[src/amm_pkg.sv]
package amm_pkg;

  // ************************************************************
  // Register map
  // ************************************************************
  localparam int unsigned ADDR_W = 12;
  localparam logic [11:0] OFS_SYS_ALARM  = 12'h430;
  localparam logic [11:0] OFS_OUT_MASK      = 12'h431;
  localparam logic [11:0] OFS_MUTE_MASK     = 12'h432;
  localparam logic [11:0] OFS_MUTE_RECOVERY = 12'h433;
  localparam logic [11:0] OFS_FUSE_STAT     = 12'h600;
  localparam logic [11:0] OFS_FINE_BIAS_A   = 12'h723;

  // ************************************************************
  // Field positions
  // ************************************************************
  localparam int unsigned BIT_LINK_DOWN = 7;
  localparam int unsigned BIT_LTIMER    = 6;
  localparam int unsigned BIT_CRC       = 5;
  localparam int unsigned BIT_SYSRST    = 1;
  localparam int unsigned BIT_SYSREF    = 0;
  localparam int unsigned BIT_LD_REC    = 7;
  localparam int unsigned BIT_CRC_REC   = 5;
  localparam int unsigned BIT_FUSE_DONE = 0;

  // Alarm bits that exist; bits 4-2 read as zero
  localparam logic [7:0] SYS_ALARM_IMPL = 8'hE3;
  localparam logic [7:0] FINE_CUR_IMPL  = 8'h3F;

  // ************************************************************
  // Reset values
  // ************************************************************
  localparam logic [7:0] RST_SYS_ALARM = 8'h02;
  localparam logic [7:0] RST_OUT_MASK      = 8'h00;
  localparam logic [7:0] RST_MUTE_MASK     = 8'h21;
  localparam logic [7:0] RST_MUTE_RECOVERY = 8'hA0;
  localparam logic [7:0] RST_FINE_CUR  = 8'h20;

  // ************************************************************
  // Fuse auto-load timing, in device clock cycles
  // ************************************************************
  localparam int unsigned FUSE_LOAD_LIMIT_CYC = 523000;
  localparam int unsigned FUSE_LOAD_CYC       = FUSE_LOAD_LIMIT_CYC - 1;
  localparam int unsigned FUSE_CNT_W          = 19;

  // ************************************************************
  // Types
  // ************************************************************
  typedef enum logic [1:0] {
    FUSE_LOAD = 2'h1,
    FUSE_IDLE = 2'h2
  } amm_fuse_st_t;

  typedef struct packed {
    logic              wr;
    logic              rd;
    logic [ADDR_W-1:0] addr;
    logic [7:0]        wdata;
  } amm_reg_req_t;

  typedef struct packed {
    logic link_down;
    logic link_timer;
    logic crc_fault;
    logic sysref_align;
    logic link_up;
    logic link_enable;
    logic mode_64b66b;
  } amm_events_t;

endpackage

[src/amm_alarm_mute.sv]
`timescale 1ns/1ns
module amm_alarm_mute #(
  parameter int unsigned FUSE_CYCLES = amm_pkg::FUSE_LOAD_CYC
) (
  // Clock and reset
  input  wire logic                 clk_sys_i,
  input  wire logic                 reset_i,
  // Register access
  input  wire amm_pkg::amm_reg_req_t reg_req_i,
  output logic [7:0]                reg_rdata_o,
  output logic                      reg_rvalid_o,
  // Fault and link events
  input  wire amm_pkg::amm_events_t  events_i,
  // Alarm and mute outputs
  output logic                      alarm_o,
  output logic                      mute_o
);

  // ************************************************************
  // State
  // ************************************************************
  typedef struct packed {
    logic [7:0]                       alarm;
    logic [7:0]                       out_mask;
    logic [7:0]                       mute_mask;
    logic [7:0]                       recovery;
    logic [7:0]                       fine_cur;
    logic [amm_pkg::FUSE_CNT_W-1:0]   fuse_cnt;
    amm_pkg::amm_fuse_st_t            fuse_st;
    logic                             alarm_out;
    logic                             mute_out;
    logic [7:0]                       rdata;
    logic                             rvalid;
  } amm_state_t;

  localparam logic [amm_pkg::FUSE_CNT_W-1:0] FUSE_END = amm_pkg::FUSE_CNT_W'(FUSE_CYCLES);

  amm_state_t st_reg;
  amm_state_t st_next;

  logic [7:0] set_vec;
  logic [7:0] clr_vec;
  logic       wr_alarm;
  logic       mute_sysref;
  logic       mute_crc;
  logic       mute_link;

  // ************************************************************
  // Next state
  // ************************************************************
  always_comb begin
    st_next = st_reg;

    // Hardware events; set outranks a software clear in the same cycle
    set_vec = 8'h00;
    set_vec[amm_pkg::BIT_LINK_DOWN] = events_i.link_down & events_i.link_enable;
    set_vec[amm_pkg::BIT_LTIMER]    = events_i.link_timer;
    set_vec[amm_pkg::BIT_CRC]       = events_i.crc_fault & events_i.mode_64b66b;
    set_vec[amm_pkg::BIT_SYSREF]    = events_i.sysref_align;
    wr_alarm = reg_req_i.wr && (reg_req_i.addr == amm_pkg::OFS_SYS_ALARM);
    clr_vec  = wr_alarm ? reg_req_i.wdata : 8'h00;
    st_next.alarm = ((st_reg.alarm & ~clr_vec) | set_vec) & amm_pkg::SYS_ALARM_IMPL;

    // Writes; all bits of the mask registers are storage, reserved ones included
    if (reg_req_i.wr) begin
      unique case (reg_req_i.addr)
        amm_pkg::OFS_OUT_MASK:      st_next.out_mask  = reg_req_i.wdata;
        amm_pkg::OFS_MUTE_MASK:     st_next.mute_mask = reg_req_i.wdata;
        amm_pkg::OFS_MUTE_RECOVERY: st_next.recovery  = reg_req_i.wdata;
        amm_pkg::OFS_FINE_BIAS_A:   st_next.fine_cur  = reg_req_i.wdata & amm_pkg::FINE_CUR_IMPL;
        default: ;
      endcase
    end

    // Reads answer one cycle later; unmapped addresses read zero
    st_next.rvalid = reg_req_i.rd;
    st_next.rdata  = 8'h00;
    if (reg_req_i.rd) begin
      unique case (reg_req_i.addr)
        amm_pkg::OFS_SYS_ALARM:  st_next.rdata = st_reg.alarm;
        amm_pkg::OFS_OUT_MASK:      st_next.rdata = st_reg.out_mask;
        amm_pkg::OFS_MUTE_MASK:     st_next.rdata = st_reg.mute_mask;
        amm_pkg::OFS_MUTE_RECOVERY: st_next.rdata = st_reg.recovery;
        amm_pkg::OFS_FUSE_STAT:
          st_next.rdata[amm_pkg::BIT_FUSE_DONE] = (st_reg.fuse_st == amm_pkg::FUSE_IDLE);
        amm_pkg::OFS_FINE_BIAS_A:   st_next.rdata = st_reg.fine_cur;
        default: st_next.rdata = 8'h00;
      endcase
    end

    // Fuse auto-load; nothing here blocks access, software must wait itself
    unique case (st_reg.fuse_st)
      amm_pkg::FUSE_LOAD: begin
        st_next.fuse_cnt = st_reg.fuse_cnt + 1'b1;
        if (st_reg.fuse_cnt >= FUSE_END - 1'b1) begin
          st_next.fuse_st = amm_pkg::FUSE_IDLE;
        end
      end
      amm_pkg::FUSE_IDLE: st_next.fuse_cnt = st_reg.fuse_cnt;
      default: st_next.fuse_st = amm_pkg::FUSE_LOAD;
    endcase

    // Alarm output; mask bits 4-2 are not looked at, bit 1 gates the reset alarm
    st_next.alarm_out =
      (st_reg.alarm[amm_pkg::BIT_LINK_DOWN] & ~st_reg.out_mask[amm_pkg::BIT_LINK_DOWN]) |
      (st_reg.alarm[amm_pkg::BIT_LTIMER]    & ~st_reg.out_mask[amm_pkg::BIT_LTIMER])    |
      (st_reg.alarm[amm_pkg::BIT_CRC]       & ~st_reg.out_mask[amm_pkg::BIT_CRC])       |
      (st_reg.alarm[amm_pkg::BIT_SYSRST]    & ~st_reg.out_mask[amm_pkg::BIT_SYSRST])    |
      (st_reg.alarm[amm_pkg::BIT_SYSREF]    & ~st_reg.out_mask[amm_pkg::BIT_SYSREF]);

    // Mute conditions
    mute_sysref = st_reg.alarm[amm_pkg::BIT_SYSREF]
                  & ~st_reg.mute_mask[amm_pkg::BIT_SYSREF];
    mute_crc    = ~st_reg.mute_mask[amm_pkg::BIT_CRC]
                  & (st_reg.recovery[amm_pkg::BIT_CRC_REC]
                     ? (events_i.crc_fault & events_i.mode_64b66b)
                     : st_reg.alarm[amm_pkg::BIT_CRC]);
    // Auto recovery gates the sticky alarm with the live link state: no mute while link_up
    mute_link   = st_reg.recovery[amm_pkg::BIT_LD_REC]
                  ? (st_reg.alarm[amm_pkg::BIT_LINK_DOWN] & ~events_i.link_up)
                  : st_reg.alarm[amm_pkg::BIT_LINK_DOWN];
    st_next.mute_out = mute_sysref | mute_crc | mute_link;
  end

  // ************************************************************
  // Registers
  // ************************************************************
  always_ff @(posedge clk_sys_i) begin
    if (reset_i) begin
      st_reg           <= '0;
      st_reg.alarm     <= amm_pkg::RST_SYS_ALARM;
      st_reg.out_mask  <= amm_pkg::RST_OUT_MASK;
      st_reg.mute_mask <= amm_pkg::RST_MUTE_MASK;
      st_reg.recovery  <= amm_pkg::RST_MUTE_RECOVERY;
      st_reg.fine_cur  <= amm_pkg::RST_FINE_CUR;
      st_reg.fuse_st   <= amm_pkg::FUSE_LOAD;
    end else begin
      st_reg <= st_next;
    end
  end

  assign reg_rdata_o  = st_reg.rdata;
  assign reg_rvalid_o = st_reg.rvalid;
  assign alarm_o      = st_reg.alarm_out;
  assign mute_o       = st_reg.mute_out;

endmodule

[config.mk]
export PLATFORM = sky130hd
export DESIGN_NAME = amm_alarm_mute
export DESIGN_NICKNAME = d
export VERILOG_FILES = /design/src/amm_pkg.sv /design/src/amm_alarm_mute.sv
export SDC_FILE = /design/constraint.sdc
export NUM_CORES = 1
export LEC_CHECK = 0
export BUFFER_PORTS_ARGS = -buffer_cell sky130_fd_sc_hd__buf_4
export CORE_AREA = 5 5 60 116
export CTS_CLUSTER_DIAMETER = 100
export CTS_CLUSTER_SIZE = 14
export DETAILED_ROUTE_END_ITERATION = 6
export DIE_AREA = 0 0 65 121
export GPL_ROUTABILITY_DRIVEN = 0
export PLACE_DENSITY = 0.75
export SLEW_MARGIN = 20
export SYNTH_ARGS = -nofsm -noshare
export SYNTH_HDL_FRONTEND = slang
export SYNTH_SLANG_ARGS = --single-unit
[constraint.sdc]
create_clock -name clk_sys_i -period 2.3 [get_ports clk_sys_i]
set_clock_uncertainty 0.15 [all_clocks]
set_input_delay 0.345 -clock clk_sys_i [delete_from_list [all_inputs] [get_ports clk_sys_i]]
set_output_delay 0.345 -clock clk_sys_i [all_outputs]
set_load 0.02 [all_outputs]
==> impl_metrics.tcl <==
set metrics [dict create \
    status "finished, final reports clean" \
    cts_buffers 9 \
    ff2ff_path_depth 5 \
    holdPathEnd "st_reg[70]" \
    ys_dominant_reg_cell "sky130_fd_sc_hd__dfxtp_1" \
    hold-path-cell-count 2 \
    synth-seq-cells 67 \
    timing.final.crit_share_pct 88.12 \
    required_ns 2.37 \
    reg2reg_setup_slack_ns 0.27 \
    drv_cap 0 \
    syn-cell-area_um2 3187 \
    net_count_reported_at_finish 433 \
    yosys_synthesis_warning_count 0 \
    grt_pass1_vias 2752 \
    max_stage_delay_ns 0.64 \
    total_leakage_power_nw 1.450 \
    stdcell_area_um2 3867 \
    drcViolationCount 0 \
    power_switching_mw 0.5650 \
    power.share.combinational_pct 6.4 \
    highest_clock_rate_mhz 493.4 \
    tritoncts "yes" \
    worstHoldStart "reg_req_i[6]" \
    die_height_um 121 \
    clk_latency_ns 0.33 \
    horizontal_die_dimension_um 65 \
    via_per_inst 6.002 \
    timing.critical_path.fanout_max 7 \
    final.min_clock_period_ns 2.027 \
    number_of_antenna_violations_at_the_first_check_in_global_routing 0 \
    cell_internal_pwr_mw 2.186 \
    setup.worst_path.class "flop to flop" \
    cts.root.buffer_cell "sky130_fd_sc_hd__clkbuf_16" \
    num_vias 2797 \
    grt_overflow_total 0 \
    min_path_type "input port to flop" \
    post_route_cells_drive_above_1_share_pct 20.84 \
    max-vdd-ir-drop_mv 0.6214 \
    ys_seq_area_share_pct 42.09 \
    crit_path_start_kind "flop" \
    cts_hold_buf 0 \
    relSlewSlack_pct 57.75 \
    routedWlPerCell_um 17.21 \
    layout.cells.most_common "sky130_fd_sc_hd__dfxtp_1" \
    postRouteWirelength_mm 8.018 \
    grt_use_total_pct 21.72 \
    critical_path_arrival_ns 2.09 \
    syn-instance-count 359 \
    ios 42 \
    antenna_violating_nets_post_route 0 \
    category_of_the_worst_setup_path_capture_point "flop" \
    power_switching_share_pct 20.54 \
    dr.first_iter.drc_count 250 \
    core-area_um2 5956 \
    leading_cell_types_in_the_layout_fill_and_taps_excluded "sky130_fd_sc_hd__dfxtp_1, sky130_fd_sc_hd__buf_4, sky130_fd_sc_hd__nor2_1" \
    synthDistinctLibCells 50 \
    maxSlewViolCount 0 \
    antenna_cells 0 \
    r2r_start "st_reg[13]" \
    io_buffers 41 \
    final.setup.tns_ns 0 \
    crit-reg2reg-capture "st_reg[31]" \
    tightest_slew_ns 0.6325 \
    dpl_cell_area_um2 3570 \
    multiInputGateArea_um2 1644 \
    dp_hpwl_mm 5.705 \
    cts_setup_buffers 0 \
    synth_fp_nets 392 \
    clkTransAtPathRegs_ns 0.05 \
    first_pass_iters 4 \
    async_reset_ff_share_pct 0 \
    fill_cells 523 \
    synth_edf_count 0 \
    die_area_um2 7865 \
    grt_pass1_wl_mm 12.93 \
    h-tree-depth 3 \
    avgSynthCellArea_um2 8.877 \
    largest_register_ff_count 56 \
    clkSinkCount 67 \
    clock_tree.buffer_depth 2 \
    path_cells "ha_1 > nand3b_1 > or4_1 > nor2_1 > mux2_2" \
    pwr-share-clk_pct 50.6 \
    timing.final.setup_violations 0 \
    post_cts_resize_count 0 \
    setup_repair_after_global_routing_missed_its_margin "no" \
    maximum_number_of_pins_on_one_net_before_global_route_repair 30 \
    powerDensity_nw_per_um2 711.3 \
    final-hold-violation-count 0 \
    floorplan.initialDensity_pct 53.51 \
    layout.area.seq_um2 1341 \
    std_cell_rows 40 \
    critical-path-slowest-cell "sky130_fd_sc_hd__or4_1" \
    area.growth.synth_to_final_pct 21.36 \
    share_seq_of_total_power_pct 43.1 \
]
[cells by family (layout without fill, tap and decap cells)]
kind of cell    after synthesis  in the layout  share of synthesized area (%)
xor+xnor                     10             10                          2.749
mux                          28             28                          9.383
compound gates               59             59                          12.01
simple gates                153            153                          26.66
flops                        67             67                          42.09
buf+inv                      40             84                          6.321
fa+ha+maj                     2              2                         0.7851
[metrics by stage]
step | power, mW | setup slack, ns | instances | hold WS [ns] | utilization [%]
floorplan | 1.293 | 0.1497 | 359 | 0.2961 | -
global placement | 1.378 | 0.08475 | 452 | 0.3126 | 59.94
global route | 2.849 | 0.1987 | 466 | 0.09242 | 64.94
finish | 2.751 | 0.2733 | 466 | 0.09241 | 64.94
CTS | 2.770 | 0.2527 | 466 | 0.08474 | 64.94
detailed placement | 1.382 | 0.08176 | 452 | 0.3174 | 59.94
[power by group through the flow]
stage          sequential [mW]  combinational, mW  clock (mW)
2_1_floorplan             1.21             0.0830           0
3_3_place_gp              1.21              0.171           0
3_5_place_dp              1.21              0.174           0
4_1_cts                   1.18              0.175        1.41
5_1_grt                   1.18              0.190        1.47
6_report                  1.18              0.175        1.39
[cell usage after synthesis (2+ instances only)]
cell type | n | area (um2)
sky130_fd_sc_hd__a211o_1 | 4 | 35.03
sky130_fd_sc_hd__a21o_1 | 7 | 52.55
sky130_fd_sc_hd__a21oi_1 | 16 | 80.08
sky130_fd_sc_hd__a221oi_1 | 2 | 17.52
sky130_fd_sc_hd__a311oi_1 | 4 | 35.03
sky130_fd_sc_hd__a31oi_1 | 6 | 37.54
sky130_fd_sc_hd__and4_1 | 3 | 26.28
sky130_fd_sc_hd__and4b_1 | 2 | 20.02
sky130_fd_sc_hd__buf_2 | 2 | 10.01
sky130_fd_sc_hd__buf_4 | 9 | 67.56
sky130_fd_sc_hd__buf_6 | 2 | 22.52
sky130_fd_sc_hd__clkbuf_1 | 14 | 52.55
sky130_fd_sc_hd__dfxtp_1 | 67 | 1341
sky130_fd_sc_hd__ha_1 | 2 | 25.02
sky130_fd_sc_hd__inv_1 | 12 | 45.04
sky130_fd_sc_hd__mux2_2 | 5 | 56.30
sky130_fd_sc_hd__mux2i_1 | 22 | 220.2
sky130_fd_sc_hd__nand2_1 | 14 | 52.55
sky130_fd_sc_hd__nand2b_1 | 5 | 31.28
sky130_fd_sc_hd__nand3_1 | 35 | 175.2
sky130_fd_sc_hd__nand3b_1 | 2 | 15.01
sky130_fd_sc_hd__nand4_1 | 10 | 62.56
sky130_fd_sc_hd__nand4b_1 | 2 | 17.52
sky130_fd_sc_hd__nor2_1 | 44 | 165.2
sky130_fd_sc_hd__nor2b_1 | 9 | 56.30
sky130_fd_sc_hd__nor3_1 | 5 | 25.02
sky130_fd_sc_hd__nor4_1 | 5 | 31.28
sky130_fd_sc_hd__nor4_4 | 2 | 42.54
sky130_fd_sc_hd__o21ai_0 | 13 | 65.06
sky130_fd_sc_hd__or2_2 | 2 | 12.51
sky130_fd_sc_hd__or3_1 | 4 | 25.02
sky130_fd_sc_hd__or4_1 | 2 | 15.01
sky130_fd_sc_hd__xnor2_1 | 7 | 61.31
sky130_fd_sc_hd__xor2_1 | 3 | 26.28
[worst max path at each step]
stage	start	end	slack (ns)	cells past startpoint
finish	st_reg[13]	st_reg[31]	0.27	5
global route	st_reg[13]	st_reg[31]	0.20	5
detailed placement	reg_req_i[11]	st_reg[65]	0.08	6
floorplan	reg_req_i[11]	st_reg[45]	0.15	5
global placement	reg_req_i[11]	st_reg[65]	0.08	6
CTS	st_reg[13]	st_reg[31]	0.25	5
[critical path, delay by kind of cell (launching register included)]
family        cells  cell delay (ns)
fa+ha+maj         1             0.15
flops             1             0.34
mux               1             0.34
simple gates      3             0.93
[area by class of cell]
class                           count  area share, %
Clock buffer                       11          6.017
Multi-Input combinational cell    252          42.51
Clock inverter                      3          1.682
Inverter                           12          1.165
Timing Repair Buffer               58          11.91
Sequential cell                    67          34.68
Tap cell                           63          2.038
[metal layers]
metal	up-vias	global-route usage, %	routed length (um)
met5	-	0	0
met4	0	14.83	397
met3	29	6.395	378
met2	84	38.81	4338
met1	1320	20.60	2904
li1	1364	-	-
No activity file was read; power rests on OpenSTA's default activity.
